File: src/clsc_pkg.sv
// Constants and types shared by the camera link status and control block.
`default_nettype none
package clsc_pkg;

    // ***************************************************************
    // Timing
    // ***************************************************************
    localparam int unsigned CLK_FREQ_HZ      = 25_000_000;
    localparam int unsigned CLK_PERIOD_NS    = 40;
    localparam int unsigned SLOW_FLASH_HZ    = 1;
    localparam int unsigned FAST_FLASH_HZ    = 8;
    localparam int unsigned SLOW_HALF_CYC    = CLK_FREQ_HZ / (2 * SLOW_FLASH_HZ);
    localparam int unsigned FAST_HALF_CYC    = CLK_FREQ_HZ / (2 * FAST_FLASH_HZ);
    localparam int unsigned PULSE_RES_NS     = 20;
    localparam int unsigned PULSE_RES_RAW    = (PULSE_RES_NS + CLK_PERIOD_NS - 1) / CLK_PERIOD_NS;
    localparam int unsigned PULSE_RES_CYC    = (PULSE_RES_RAW > 0) ? PULSE_RES_RAW : 1;
    localparam int unsigned PCLK_TIMEOUT_NS  = 10_000;
    localparam int unsigned PCLK_TIMEOUT_CYC = PCLK_TIMEOUT_NS / CLK_PERIOD_NS;
    localparam int unsigned LVAL_TIMEOUT_US  = 1_000;
    localparam int unsigned LVAL_TIMEOUT_CYC = (LVAL_TIMEOUT_US * 1000) / CLK_PERIOD_NS;

    // ***************************************************************
    // Host link status codes
    // ***************************************************************
    localparam logic [1:0] LINK_GEN3     = 2'h3;
    localparam logic [4:0] LINK_LANES_X4 = 5'h04;

    // ***************************************************************
    // Register map
    // ***************************************************************
    localparam int unsigned ADDR_W      = 8;
    localparam int unsigned DATA_W      = 32;
    localparam int unsigned PERIOD_W    = 24;
    localparam int unsigned PULSE_W     = 16;
    localparam logic [7:0]  OFS_CTRL    = 8'h00;
    localparam logic [7:0]  OFS_STATUS  = 8'h04;
    localparam logic [7:0]  OFS_CC_SEL  = 8'h08;
    localparam logic [7:0]  OFS_PERIOD  = 8'h0c;
    localparam logic [7:0]  OFS_PULSE0  = 8'h10;
    localparam logic [7:0]  OFS_PULSE1  = 8'h14;
    localparam int unsigned CTRL_WIDTH_LSB  = 0;
    localparam int unsigned CTRL_PWR_LSB    = 2;
    localparam int unsigned STAT_PCLK_LSB   = 0;
    localparam int unsigned STAT_LVAL_LSB   = 3;
    localparam int unsigned STAT_PWR_LSB    = 6;
    localparam int unsigned STAT_LAMP1_LSB  = 8;
    localparam int unsigned STAT_LAMP2_LSB  = 10;
    localparam int unsigned CC_SEL_W        = 3;
    localparam int unsigned PULSE_DLY_LSB   = 0;
    localparam int unsigned PULSE_WID_LSB   = 16;
    localparam logic [11:0]       CC_SEL_RST = 12'h000;
    localparam logic [PERIOD_W-1:0] PERIOD_RST = 24'h000000;
    localparam logic [31:0]       PULSE_RST  = 32'h00000000;

    // ***************************************************************
    // Types
    // ***************************************************************
    typedef enum logic [1:0] {
        CLSC_CL_BASE   = 2'h0,
        CLSC_CL_MEDIUM = 2'h1,
        CLSC_CL_FULL   = 2'h2,
        CLSC_CL_80BIT  = 2'h3
    } clsc_cl_width_t;

    localparam clsc_cl_width_t WIDTH_RST = CLSC_CL_MEDIUM;

    typedef enum logic [2:0] {
        CLSC_CC_UNUSED = 3'h0,
        CLSC_CC_PULSE0 = 3'h1,
        CLSC_CC_PULSE1 = 3'h2,
        CLSC_CC_HIGH   = 3'h3,
        CLSC_CC_LOW    = 3'h4
    } clsc_cc_sel_t;

    typedef enum logic [1:0] {
        CLSC_LAMP_RED   = 2'h0,
        CLSC_LAMP_GREEN = 2'h1,
        CLSC_LAMP_SLOW  = 2'h3,
        CLSC_LAMP_FAST  = 2'h2
    } clsc_cam_state_t;

    typedef struct packed {
        logic red;
        logic green;
        logic blue;
    } clsc_rgb_t;

    typedef struct packed {
        logic       trained;
        logic       fail;
        logic [1:0] gen;
        logic [4:0] lanes;
    } clsc_link_stat_t;

    typedef struct packed {
        logic [2:0] lval;
        logic [2:0] pclk;
    } clsc_cam_pins_t;

endpackage : clsc_pkg
`default_nettype wire

File: src/clsc_blink.sv
// Free-running divider that toggles a flash level every half period.
`timescale 1ns/1ns
`default_nettype none
module clsc_blink #(
    parameter int unsigned HALF_CYC = 12_500_000
) (
    input  wire logic clk_i,
    input  wire logic rst_n_i,
    output var  logic level_o
);

    localparam int unsigned CW = $clog2(HALF_CYC + 1);
    localparam logic [CW-1:0] LAST = CW'(HALF_CYC - 1);

    logic [CW-1:0] cnt_q;
    logic          level_q;

    // even on/off
    always_ff @(posedge clk_i or negedge rst_n_i)
    begin
        if (!rst_n_i)
        begin
            cnt_q   <= '0;
            level_q <= 1'b0;
        end
        else if (cnt_q == LAST)
        begin
            cnt_q   <= '0;
            level_q <= ~level_q;
        end
        else
        begin
            cnt_q <= cnt_q + 1'b1;
        end
    end

    assign level_o = level_q;

endmodule : clsc_blink
`default_nettype wire

File: src/clsc_activity.sv
// Synchronises a camera signal and reports whether it toggled recently.
`timescale 1ns/1ns
`default_nettype none
module clsc_activity #(
    parameter int unsigned TIMEOUT_CYC = 250
) (
    input  wire logic clk_i,
    input  wire logic rst_n_i,
    input  wire logic sig_i,
    output var  logic active_o
);

    localparam int unsigned CW = $clog2(TIMEOUT_CYC + 1);
    localparam logic [CW-1:0] FULL = CW'(TIMEOUT_CYC);

    logic          meta_q;
    logic          sync_q;
    logic          prev_q;
    logic [CW-1:0] cnt_q;

    always_ff @(posedge clk_i or negedge rst_n_i)
    begin
        if (!rst_n_i)
        begin
            meta_q <= 1'b0;
            sync_q <= 1'b0;
            prev_q <= 1'b0;
        end
        else
        begin
            meta_q <= sig_i;
            sync_q <= meta_q;
            prev_q <= sync_q;
        end
    end

    // Any edge reloads the window; silence for the whole window clears it.
    always_ff @(posedge clk_i or negedge rst_n_i)
    begin
        if (!rst_n_i)
            cnt_q <= '0;
        else if (sync_q != prev_q)
            cnt_q <= FULL;
        else if (cnt_q != '0)
            cnt_q <= cnt_q - 1'b1;
    end

    assign active_o = (cnt_q != '0);

endmodule : clsc_activity
`default_nettype wire

File: src/clsc_top.sv
// Board and camera lamps, camera power hold and camera control outputs.
//
// Summary of operation
// No logic image configured: board lamp solid red.
// Normal image, third generation, four lanes: solid green.
// Normal image, first or second generation, four lanes: flashing green.
// Normal image, third generation, other width: solid yellow.
// Normal image, first or second generation, other width: flashing yellow.
// Safe image: blue, solid at third generation, else flashing.
// Host link training failed: board lamp flashes red.
// Camera lamp solid red while no pixel clock is detected.
// Pixel clock but no line valid: camera lamp solid green.
// Clock and line valid: slow green flash; acquiring: fast flash.
// Second lamp in full width needs both second-cable clocks and line valids.
// Full or 80-bit needs two clocks, two line valids; base: not applicable.
// First connector and medium second connector need one clock, one line valid.
// First connector at base width keeps the second lamp red.
// The two camera lamps are driven independently.
// Camera interface width resets to medium.
// Camera power, once enabled, holds until reset.
// Each control output: pulse generator, static high, static low or unused.
// Pulse generator times in 20 ns resolution units; here one unit is one 40 ns clock cycle.
// Internal line trigger period is programmable in 20 ns units; here it counts 40 ns clock cycles.
// Medium and full cameras are cabled to both connectors.
// Flashing lamps toggle with even on and off time from a divider.
//
// Strobed register access and the address map are this design's own decisions.
`timescale 1ns/1ns
`default_nettype none
module clsc_top #(
    parameter int unsigned SLOW_HALF_CYC    = clsc_pkg::SLOW_HALF_CYC,
    parameter int unsigned FAST_HALF_CYC    = clsc_pkg::FAST_HALF_CYC,
    parameter int unsigned LVAL_TIMEOUT_CYC = clsc_pkg::LVAL_TIMEOUT_CYC
) (
    input  wire logic                            clk_i,
    input  wire logic                            rst_n_i,
    input  wire logic [clsc_pkg::ADDR_W-1:0]     addr_i,
    input  wire logic [clsc_pkg::DATA_W-1:0]     wdata_i,
    input  wire logic                            wr_i,
    input  wire logic                            rd_i,
    output var  logic [clsc_pkg::DATA_W-1:0]     rdata_o,
    input  wire logic                            image_loaded_i,
    input  wire logic                            safe_image_i,
    input  wire clsc_pkg::clsc_link_stat_t       link_i,
    input  wire clsc_pkg::clsc_cam_pins_t        cam_i,
    input  wire logic [1:0]                      acq_active_i,
    output var  clsc_pkg::clsc_rgb_t             board_lamp_o,
    output var  clsc_pkg::clsc_rgb_t             first_camera_lamp_o,
    output var  clsc_pkg::clsc_rgb_t             second_camera_lamp_o,
    output var  logic [1:0]                      cam_power_o,
    output var  logic [3:0]                      cc_o,
    output var  logic                            line_trig_o
);

    localparam int unsigned RES_W = $clog2(clsc_pkg::PULSE_RES_CYC + 1);
    localparam logic [RES_W-1:0] RES_LAST = RES_W'(clsc_pkg::PULSE_RES_CYC - 1);
    localparam int unsigned PW = clsc_pkg::PULSE_W;

    // ***************************************************************
    // Functions
    // ***************************************************************

    // Maps detection results of one connector to its lamp state.
    function automatic clsc_pkg::clsc_cam_state_t cam_state(
        input logic pclk_ok,
        input logic lval_ok,
        input logic acq
    );
        clsc_pkg::clsc_cam_state_t st;
        st = clsc_pkg::CLSC_LAMP_RED;
        if (pclk_ok && lval_ok && acq)
            st = clsc_pkg::CLSC_LAMP_FAST;
        else if (pclk_ok && lval_ok)
            st = clsc_pkg::CLSC_LAMP_SLOW;
        else if (pclk_ok)
            st = clsc_pkg::CLSC_LAMP_GREEN;
        return st;
    endfunction : cam_state

    // Turns a lamp state into colour bits using the two flash levels.
    function automatic clsc_pkg::clsc_rgb_t cam_rgb(
        input clsc_pkg::clsc_cam_state_t st,
        input logic                      slow,
        input logic                      fast
    );
        clsc_pkg::clsc_rgb_t c;
        c = '0;
        unique case (st)
            clsc_pkg::CLSC_LAMP_RED:   c.red   = 1'b1;
            clsc_pkg::CLSC_LAMP_GREEN: c.green = 1'b1;
            clsc_pkg::CLSC_LAMP_SLOW:  c.green = slow;
            clsc_pkg::CLSC_LAMP_FAST:  c.green = fast;
        endcase
        return c;
    endfunction : cam_rgb

    // Selects the level of one camera control output.
    function automatic logic cc_level(
        input logic [clsc_pkg::CC_SEL_W-1:0] sel,
        input logic                          p0,
        input logic                          p1
    );
        logic v;
        v = 1'b0;
        case (sel)
            clsc_pkg::CLSC_CC_PULSE0: v = p0;
            clsc_pkg::CLSC_CC_PULSE1: v = p1;
            clsc_pkg::CLSC_CC_HIGH:   v = 1'b1;
            default:                  v = 1'b0;
        endcase
        return v;
    endfunction : cc_level

    // ***************************************************************
    // Registers
    // ***************************************************************
    clsc_pkg::clsc_cl_width_t       width_q;
    logic [1:0]                     pwr_q;
    logic [11:0]                    cc_sel_q;
    logic [clsc_pkg::PERIOD_W-1:0]  period_q;
    logic [clsc_pkg::DATA_W-1:0]    pulse_cfg_q [2];
    logic [clsc_pkg::DATA_W-1:0]    rdata_q;
    logic [clsc_pkg::DATA_W-1:0]    rdata_d;
    logic [5:0]                     act;
    clsc_pkg::clsc_cam_state_t      st1;
    clsc_pkg::clsc_cam_state_t      st2;

    always_ff @(posedge clk_i or negedge rst_n_i)
    begin
        if (!rst_n_i)
        begin
            // medium by default
            width_q        <= clsc_pkg::WIDTH_RST;
            cc_sel_q       <= clsc_pkg::CC_SEL_RST;
            period_q       <= clsc_pkg::PERIOD_RST;
            pulse_cfg_q[0] <= clsc_pkg::PULSE_RST;
            pulse_cfg_q[1] <= clsc_pkg::PULSE_RST;
        end
        else if (wr_i)
        begin
            case (addr_i)
                clsc_pkg::OFS_CTRL:
                    width_q <= clsc_pkg::clsc_cl_width_t'(wdata_i[clsc_pkg::CTRL_WIDTH_LSB +: 2]);
                clsc_pkg::OFS_CC_SEL:
                    cc_sel_q <= wdata_i[11:0];
                clsc_pkg::OFS_PERIOD:
                    period_q <= wdata_i[clsc_pkg::PERIOD_W-1:0];
                clsc_pkg::OFS_PULSE0:
                    pulse_cfg_q[0] <= wdata_i;
                clsc_pkg::OFS_PULSE1:
                    pulse_cfg_q[1] <= wdata_i;
                default:
                    ;
            endcase
        end
    end

    // power holds until reset
    always_ff @(posedge clk_i or negedge rst_n_i)
    begin
        if (!rst_n_i)
            pwr_q <= 2'h0;
        else if (wr_i && (addr_i == clsc_pkg::OFS_CTRL))
            pwr_q <= pwr_q | wdata_i[clsc_pkg::CTRL_PWR_LSB +: 2];
    end

    always_comb
    begin
        rdata_d = '0;
        case (addr_i)
            clsc_pkg::OFS_CTRL:
            begin
                rdata_d[clsc_pkg::CTRL_WIDTH_LSB +: 2] = width_q;
                rdata_d[clsc_pkg::CTRL_PWR_LSB +: 2]   = pwr_q;
            end
            clsc_pkg::OFS_STATUS:
            begin
                rdata_d[clsc_pkg::STAT_PCLK_LSB +: 3]  = act[2:0];
                rdata_d[clsc_pkg::STAT_LVAL_LSB +: 3]  = act[5:3];
                rdata_d[clsc_pkg::STAT_PWR_LSB +: 2]   = pwr_q;
                rdata_d[clsc_pkg::STAT_LAMP1_LSB +: 2] = st1;
                rdata_d[clsc_pkg::STAT_LAMP2_LSB +: 2] = st2;
            end
            clsc_pkg::OFS_CC_SEL: rdata_d[11:0] = cc_sel_q;
            clsc_pkg::OFS_PERIOD: rdata_d[clsc_pkg::PERIOD_W-1:0] = period_q;
            clsc_pkg::OFS_PULSE0: rdata_d = pulse_cfg_q[0];
            clsc_pkg::OFS_PULSE1: rdata_d = pulse_cfg_q[1];
            default:              rdata_d = '0;
        endcase
    end

    // Read data stand for the one cycle after the strobe only.
    always_ff @(posedge clk_i or negedge rst_n_i)
    begin
        if (!rst_n_i)
            rdata_q <= '0;
        else if (rd_i)
            rdata_q <= rdata_d;
        else
            rdata_q <= '0;
    end

    assign rdata_o     = rdata_q;
    assign cam_power_o = pwr_q;

    // ***************************************************************
    // Activity detection and flash dividers
    // ***************************************************************
    logic [5:0] act_in;
    logic       slow_lvl;
    logic       fast_lvl;

    assign act_in = {cam_i.lval, cam_i.pclk};

    genvar gi;
    generate
        for (gi = 0; gi < 6; gi++)
        begin : g_act
            clsc_activity #(
                .TIMEOUT_CYC ((gi < 3) ? clsc_pkg::PCLK_TIMEOUT_CYC : LVAL_TIMEOUT_CYC)
            ) u_act (
                .clk_i    (clk_i),
                .rst_n_i  (rst_n_i),
                .sig_i    (act_in[gi]),
                .active_o (act[gi])
            );
        end
    endgenerate

    clsc_blink #(
        .HALF_CYC (SLOW_HALF_CYC)
    ) u_slow (
        .clk_i   (clk_i),
        .rst_n_i (rst_n_i),
        .level_o (slow_lvl)
    );

    clsc_blink #(
        .HALF_CYC (FAST_HALF_CYC)
    ) u_fast (
        .clk_i   (clk_i),
        .rst_n_i (rst_n_i),
        .level_o (fast_lvl)
    );

    // ***************************************************************
    // Camera lamps
    // ***************************************************************
    logic pclk2_ok;
    logic lval2_ok;

    always_comb
    begin
        pclk2_ok = 1'b0;
        lval2_ok = 1'b0;
        unique case (width_q)
            // base keeps second red
            clsc_pkg::CLSC_CL_BASE:
            begin
                pclk2_ok = 1'b0;
                lval2_ok = 1'b0;
            end
            // one clock, one valid
            clsc_pkg::CLSC_CL_MEDIUM:
            begin
                pclk2_ok = act[1];
                lval2_ok = act[4];
            end
            // both second-cable signals
            // two clocks, two valids
            clsc_pkg::CLSC_CL_FULL, clsc_pkg::CLSC_CL_80BIT:
            begin
                pclk2_ok = act[1] & act[2];
                lval2_ok = act[4] & act[5];
            end
        endcase
    end

    // first connector detection
    // lamps are independent
    assign st1 = cam_state(act[0], act[3], acq_active_i[0]);
    assign st2 = cam_state(pclk2_ok, lval2_ok, acq_active_i[1]);

    // red without clock
    // green without valid
    // slow or fast flash
    always_ff @(posedge clk_i or negedge rst_n_i)
    begin
        if (!rst_n_i)
        begin
            first_camera_lamp_o  <= '0;
            second_camera_lamp_o <= '0;
        end
        else
        begin
            first_camera_lamp_o  <= cam_rgb(st1, slow_lvl, fast_lvl);
            second_camera_lamp_o <= cam_rgb(st2, slow_lvl, fast_lvl);
        end
    end

    // ***************************************************************
    // Board status lamp
    // ***************************************************************
    clsc_pkg::clsc_rgb_t board_d;
    logic                gen3;
    logic                x4;

    assign gen3 = (link_i.gen == clsc_pkg::LINK_GEN3);
    assign x4   = (link_i.lanes == clsc_pkg::LINK_LANES_X4);

    always_comb
    begin
        board_d = '0;
        if (!image_loaded_i)
        begin
            // no image red
            board_d.red = 1'b1;
        end
        else if (link_i.fail || !link_i.trained)
        begin
            // training failure flashes
            board_d.red = slow_lvl;
        end
        else if (safe_image_i)
        begin
            // safe image blue
            board_d.blue = gen3 ? 1'b1 : slow_lvl;
        end
        else if (x4)
        begin
            // gen3 x4 green
            // slower speed flashes
            board_d.green = gen3 ? 1'b1 : slow_lvl;
        end
        else
        begin
            // gen3 narrow yellow
            // slower narrow flashes
            board_d.red   = gen3 ? 1'b1 : slow_lvl;
            board_d.green = gen3 ? 1'b1 : slow_lvl;
        end
    end

    always_ff @(posedge clk_i or negedge rst_n_i)
    begin
        if (!rst_n_i)
            board_lamp_o <= '0;
        else
            board_lamp_o <= board_d;
    end

    // ***************************************************************
    // Resolution tick and internal line trigger
    // ***************************************************************
    logic [RES_W-1:0]              res_cnt_q;
    logic                          res_tick;
    logic [clsc_pkg::PERIOD_W-1:0] line_cnt_q;
    logic                          line_tick;

    // resolution unit divider
    always_ff @(posedge clk_i or negedge rst_n_i)
    begin
        if (!rst_n_i)
            res_cnt_q <= '0;
        else if (res_cnt_q == RES_LAST)
            res_cnt_q <= '0;
        else
            res_cnt_q <= res_cnt_q + 1'b1;
    end

    assign res_tick  = (res_cnt_q == RES_LAST);
    assign line_tick = res_tick && (period_q != '0) && (line_cnt_q >= period_q - 1'b1);

    // programmable trigger period
    always_ff @(posedge clk_i or negedge rst_n_i)
    begin
        if (!rst_n_i)
            line_cnt_q <= '0;
        else if (period_q == '0)
            line_cnt_q <= '0;
        else if (line_tick)
            line_cnt_q <= '0;
        else if (res_tick)
            line_cnt_q <= line_cnt_q + 1'b1;
    end

    always_ff @(posedge clk_i or negedge rst_n_i)
    begin
        if (!rst_n_i)
            line_trig_o <= 1'b0;
        else
            line_trig_o <= line_tick;
    end

    // ***************************************************************
    // Pulse generators and camera control outputs
    // ***************************************************************
    logic [PW:0] pcnt_q [2];
    logic [1:0]  prun_q;
    logic [1:0]  pls_q;

    generate
        for (gi = 0; gi < 2; gi++)
        begin : g_pulse
            logic [PW-1:0] dly;
            logic [PW:0]   stop;
            assign dly  = pulse_cfg_q[gi][clsc_pkg::PULSE_DLY_LSB +: PW];
            assign stop = {1'b0, dly} + {1'b0, pulse_cfg_q[gi][clsc_pkg::PULSE_WID_LSB +: PW]};

            // delay and width counting
            always_ff @(posedge clk_i or negedge rst_n_i)
            begin
                if (!rst_n_i)
                begin
                    pcnt_q[gi] <= '0;
                    prun_q[gi] <= 1'b0;
                    pls_q[gi]  <= 1'b0;
                end
                else if (line_tick)
                begin
                    pcnt_q[gi] <= '0;
                    prun_q[gi] <= 1'b1;
                    pls_q[gi]  <= 1'b0;
                end
                else if (prun_q[gi] && res_tick)
                begin
                    pls_q[gi] <= (pcnt_q[gi] >= {1'b0, dly}) && (pcnt_q[gi] < stop);
                    if (pcnt_q[gi] >= stop)
                        prun_q[gi] <= 1'b0;
                    else
                        pcnt_q[gi] <= pcnt_q[gi] + 1'b1;
                end
                else if (!prun_q[gi])
                begin
                    pls_q[gi] <= 1'b0;
                end
            end
        end
    endgenerate

    // per-output source select
    always_ff @(posedge clk_i or negedge rst_n_i)
    begin
        if (!rst_n_i)
            cc_o <= 4'h0;
        else
            for (int i = 0; i < 4; i++)
                cc_o[i] <= cc_level(cc_sel_q[i*clsc_pkg::CC_SEL_W +: clsc_pkg::CC_SEL_W],
                                    pls_q[0], pls_q[1]);
    end

endmodule : clsc_top
`default_nettype wire

File: config.mk
export PLATFORM = sky130hd
export DESIGN_NAME = clsc_top
export DESIGN_NICKNAME = d
export VERILOG_FILES = /design/src/clsc_pkg.sv /design/src/clsc_blink.sv /design/src/clsc_activity.sv /design/src/clsc_top.sv
export SDC_FILE = /design/constraint.sdc
export NUM_CORES = 1
export LEC_CHECK = 0
export BUFFER_PORTS_ARGS = -buffer_cell sky130_fd_sc_hd__buf_2
export CORE_AREA = 2 2 183 185
export CTS_BUF_LIST = sky130_fd_sc_hd__clkbuf_2
export CTS_CLUSTER_SIZE = 10
export DETAILED_ROUTE_END_ITERATION = 10
export DIE_AREA = 0 0 185 187
export GPL_TIMING_DRIVEN = 0
export PLACE_DENSITY = 0.78
export SYNTH_ARGS = -nofsm -noshare
export SYNTH_HDL_FRONTEND = slang
export SYNTH_SLANG_ARGS = --single-unit
export TNS_END_PERCENT = 30
File: constraint.sdc
create_clock -name clk_i -period 10.9 [get_ports clk_i]
set_clock_uncertainty 0.05 [all_clocks]
set_input_delay 1.635 -clock clk_i [delete_from_list [all_inputs] [get_ports clk_i]]
set_output_delay 1.635 -clock clk_i [all_outputs]
set_load 0.1 [all_outputs]
==> impl_metrics.yaml <==
synth:
  synth_largest_type_area_fraction_pct: 44.65
  synth_top_family_by_area: "simple AND/OR/NAND/NOR gates"
  synth_cell_type_count: 74
  synth_simple_gate_area_share_pct: 17.87
  synth_cells: 1921
  synthesis.yosys.warnings: 0
  synthesis.area_per_instance_um2: 10.01
  synth_compound_area_share_pct: 11.72
  fraction_of_registers_with_async_set_reset_pct: 100.0
  synth_mux_area_share_pct: 6.469
  post_synth_most_frequent_cells: "343 x dfrtp_1, 163 x nor2_1, 154 x nand2_1, 137 x ha_1, 106 x a21oi_1"
  number_of_synthesized_flops_with_an_enable_pin: 0
  yosys.area.top_type: "dfrtp_1"
  synth_area_leaders: "dfrtp_1 45%, ha_1 8.9%, mux2_2 5.3%"
  post_synthesis_instance_area_um2: 19220
  synth_adder_area_share_pct: 9.125
  synth_area_in_xor_xnor_pct: 7.472
  ys_seq_area_share_pct: 44.78
  yosys.cell_count.top_type: "dfrtp_1"
  synth_top_flop_cell: "dfrtp_1"
  ys_seq_elements: 344
global_routing:
  grt_antenna_before_repair: 1
  overflow: 0
  via_count_of_the_first_global_routing_pass: 15520
  grt_first_pass_wirelength_um: 77850
  all_layer_global_routing_usage_pct: 28.17
  grt_max_degree: 129
sta:
  period_minus_ws_final_ps: 5849
  whs_ps: 261.2
  highest_clock_frequency_the_design_can_meet_ghz: 0.1710
  tns_ps: 0
  timing_worst_slew_pin_value_ps: 1154
  hold_violations: 0
  grt_setup_unrepaired: "no"
  timing.final.setup_violations: 0
  final-max-slew-violation-count: 0
  maxSlewHeadroom_pct: 22.40
  finalCritPeriodShare_pct: 53.66
status:
  outcome: "finished, final reports clean"
finish:
  final_core_util_pct: 64.63
  drive_above_1_share_pct: 16.52
  finalInstanceArea_um2: 21240
  layout_nets: 2324
  area_growth_syn_to_layout_pct: 10.48
power_and_ir_drop:
  vdd.ir_drop.worst_mv: 0.07234
  internal_power_w: 0.001926
  power_per_standard_cell_area_nw_per_um2: 133.7
  net-switching-power_w: 0.0009142
  seqPwrFrac_pct: 49.3
  clock_power_share_pct: 32.5
  power_frac_comb_pct: 18.2
  total_leakage_power_nw: 10.03
  power.share.switching_pct: 32.19
cts:
  tritoncts_clock_tree: "yes"
  clk_tree_root_cell: "clkbuf_2"
  clkSinkCount: 344
  cts_made_buffers: 90
  postCtsSetupRepairBufs: 0
  cts_repair_resize_count: 0
  clock_insertion_delay_at_the_later_pin_of_the_skew_report_ps: 1000
  cts_max_level: 3
  maximum_root_to_sink_buffer_count: 3
  worst_setup_hold_path_clk_slew_ps: 120
  cts_hold_buffers: 0
floorplanning:
  design.core.area_um2: 32860
  rows: 67
  height_of_the_die_um: 187
  dieWidth_um: 185
  area_of_the_die_um2: 34600
  design.portCount: 111
  initial_utilization_pct: 58.50
setup_path:
  critical_path.endpoint_type: "flop"
  reg2reg_to: "pcnt_q[20]"
  rr_startpoint: "period_q[6]"
  r2r.worst_path.cells: 15
  start_kind: "flop"
  critPathRequiredTime_ps: 11630
  cp.arrival_ps: 6580
  critical_path.endpoint: "pcnt_q[20]"
  critical_path_peak_fanout: 10
  setup.worst_path.start: "period_q[6]"
  timing_worst_setup_path_type: "flop to flop"
  worst-r2r-setup-slack_ps: 5050
placed_design:
  detailed_place.area_um2: 20410
  place.detailed.hpwl_um: 35270
  gp_congestion: 0.9357
  numPortBuffers: 105
detailed_routing:
  route.vias.total: 15690
  drt-total-wl_um: 47480
  avgRoutedWirePerCell_um: 18.03
  antenna_violating_nets_left: 0
  routed_via_density: 5.957
  drt_pre_antenna_iters: 5
  remaining_drc_errors: 0
  dr.first_iter.drc_count: 1154
run:
  cap_viol_max_count: 0
hold_path:
  min-delay-path-class: "flop to flop"
[stage by stage]
step                cells  setup WS (ps)  total power, W
floorplan            1922           6872        0.001770
global placement     2475           1725        0.001901
detailed placement   2478           5279        0.001934
CTS                  2633           5208        0.002859
global route         2634           4726        0.003006
finish               2634           5051        0.002840
[per-layer routing]
metal / track usage, % / share of wire, % / up-vias
met2: 43.83 / 46 / 578
met3: 5.471 / 7.2 / 123
met5: 0 / 0 / -
met1: 38.31 / 43 / 7622
li1: - / - / 7367
met4: 12.76 / 3.8 / 0
[power groups by stage]
stage / Combinational, W / Clock (W) / Sequential [W]
floorplan: 0.000357 / 0 / 0.00141
global placement: 0.000481 / 0 / 0.00142
detailed placement: 0.000511 / 0 / 0.00142
CTS: 0.000514 / 0.000946 / 0.00140
global route: 0.000580 / 0.00102 / 0.00141
finish: 0.000516 / 0.000923 / 0.00140
[how the worst min path moves through the flow]
stage               slack [ps]  cells past startpoint                    end                  start
floorplan                  280                      0  g_act[0].u_act.sync_q  g_act[0].u_act.meta_q
finish                     260                      0  g_act[2].u_act.sync_q  g_act[2].u_act.meta_q
CTS                        280                      0  g_act[2].u_act.sync_q  g_act[2].u_act.meta_q
detailed placement         290                      0  g_act[4].u_act.sync_q  g_act[4].u_act.meta_q
global placement           280                      0  g_act[3].u_act.sync_q  g_act[3].u_act.meta_q
global route               280                      0  g_act[2].u_act.sync_q  g_act[2].u_act.meta_q
[area by class of cell]
class / count / area, µm²
well taps: 448 / 560.5
multi-input cells: 1450 / 10130
clock inverters: 25 / 178.9
fillers: 2748 / 11620
flip-flops and latches: 344 / 8610
inverters: 68 / 255.2
clock buffers: 130 / 650.6
plain buffers: 60 / 234.0
diodes: 1 / 2.502
repair buffers: 108 / 618.1
[cells by family (layout without fill, tap and decap cells)]
family	count (synthesis)	count (layout)
flops	344	344
compound gates	353	353
other cells	1	3
buf+inv	128	391
xor+xnor	164	164
fa+ha+maj	139	139
simple gates	679	679
mux	113	113
[state kept, by name, indices dropped and copies added, names as in the netlist, 4 cells and up]
name                count
g_act.u_act.cnt_q      69
pcnt_q                 34
g_pulse.dly            32
pulse_cfg_q            32
rdata_o                32
line_cnt_q             24
period_q               24
u_slow.cnt_q           24
u_fast.cnt_q           21
cc_sel_q               12
g_act.u_act.meta_q      6
g_act.u_act.prev_q      6
g_act.u_act.sync_q      6
cc_o                    4
[placed cells by master, fill, tap and decap left out, types with 23 or more instances in the layout]
cell,netlist,routed
and2_1,26,26
nand4_1,42,42
mux2_2,90,90
xnor2_1,95,95
buf_2,1,105
nand2_1,154,154
clkbuf_2,0,130
o31ai_1,28,28
or4_1,27,27
nor2_1,163,163
inv_1,68,68
ha_1,137,137
or3_1,25,25
clkbuf_1,51,51
and3_1,28,28
nand3_1,73,73
nor4_1,28,28
mux2i_1,23,23
xor2_1,69,69
dfrtp_1,343,343
nor3_1,51,51
o21ai_0,82,82
a21oi_1,106,106
[worst max-delay path: stages, from the launching register on]
cell,delay (ps)
dfrtp_1,450
or4_1,580
nor3_1,340
nor2b_1,290
nand2_1,170
nor3_1,250
xnor2_1,90
ha_1,290
nand4_1,170
nor4_1,450
o21ai_0,160
and4b_1,230
a21boi_0,880
clkbuf_1,550
clkbuf_1,570
a21oi_1,80
Power figures use the tool's default switching activity.
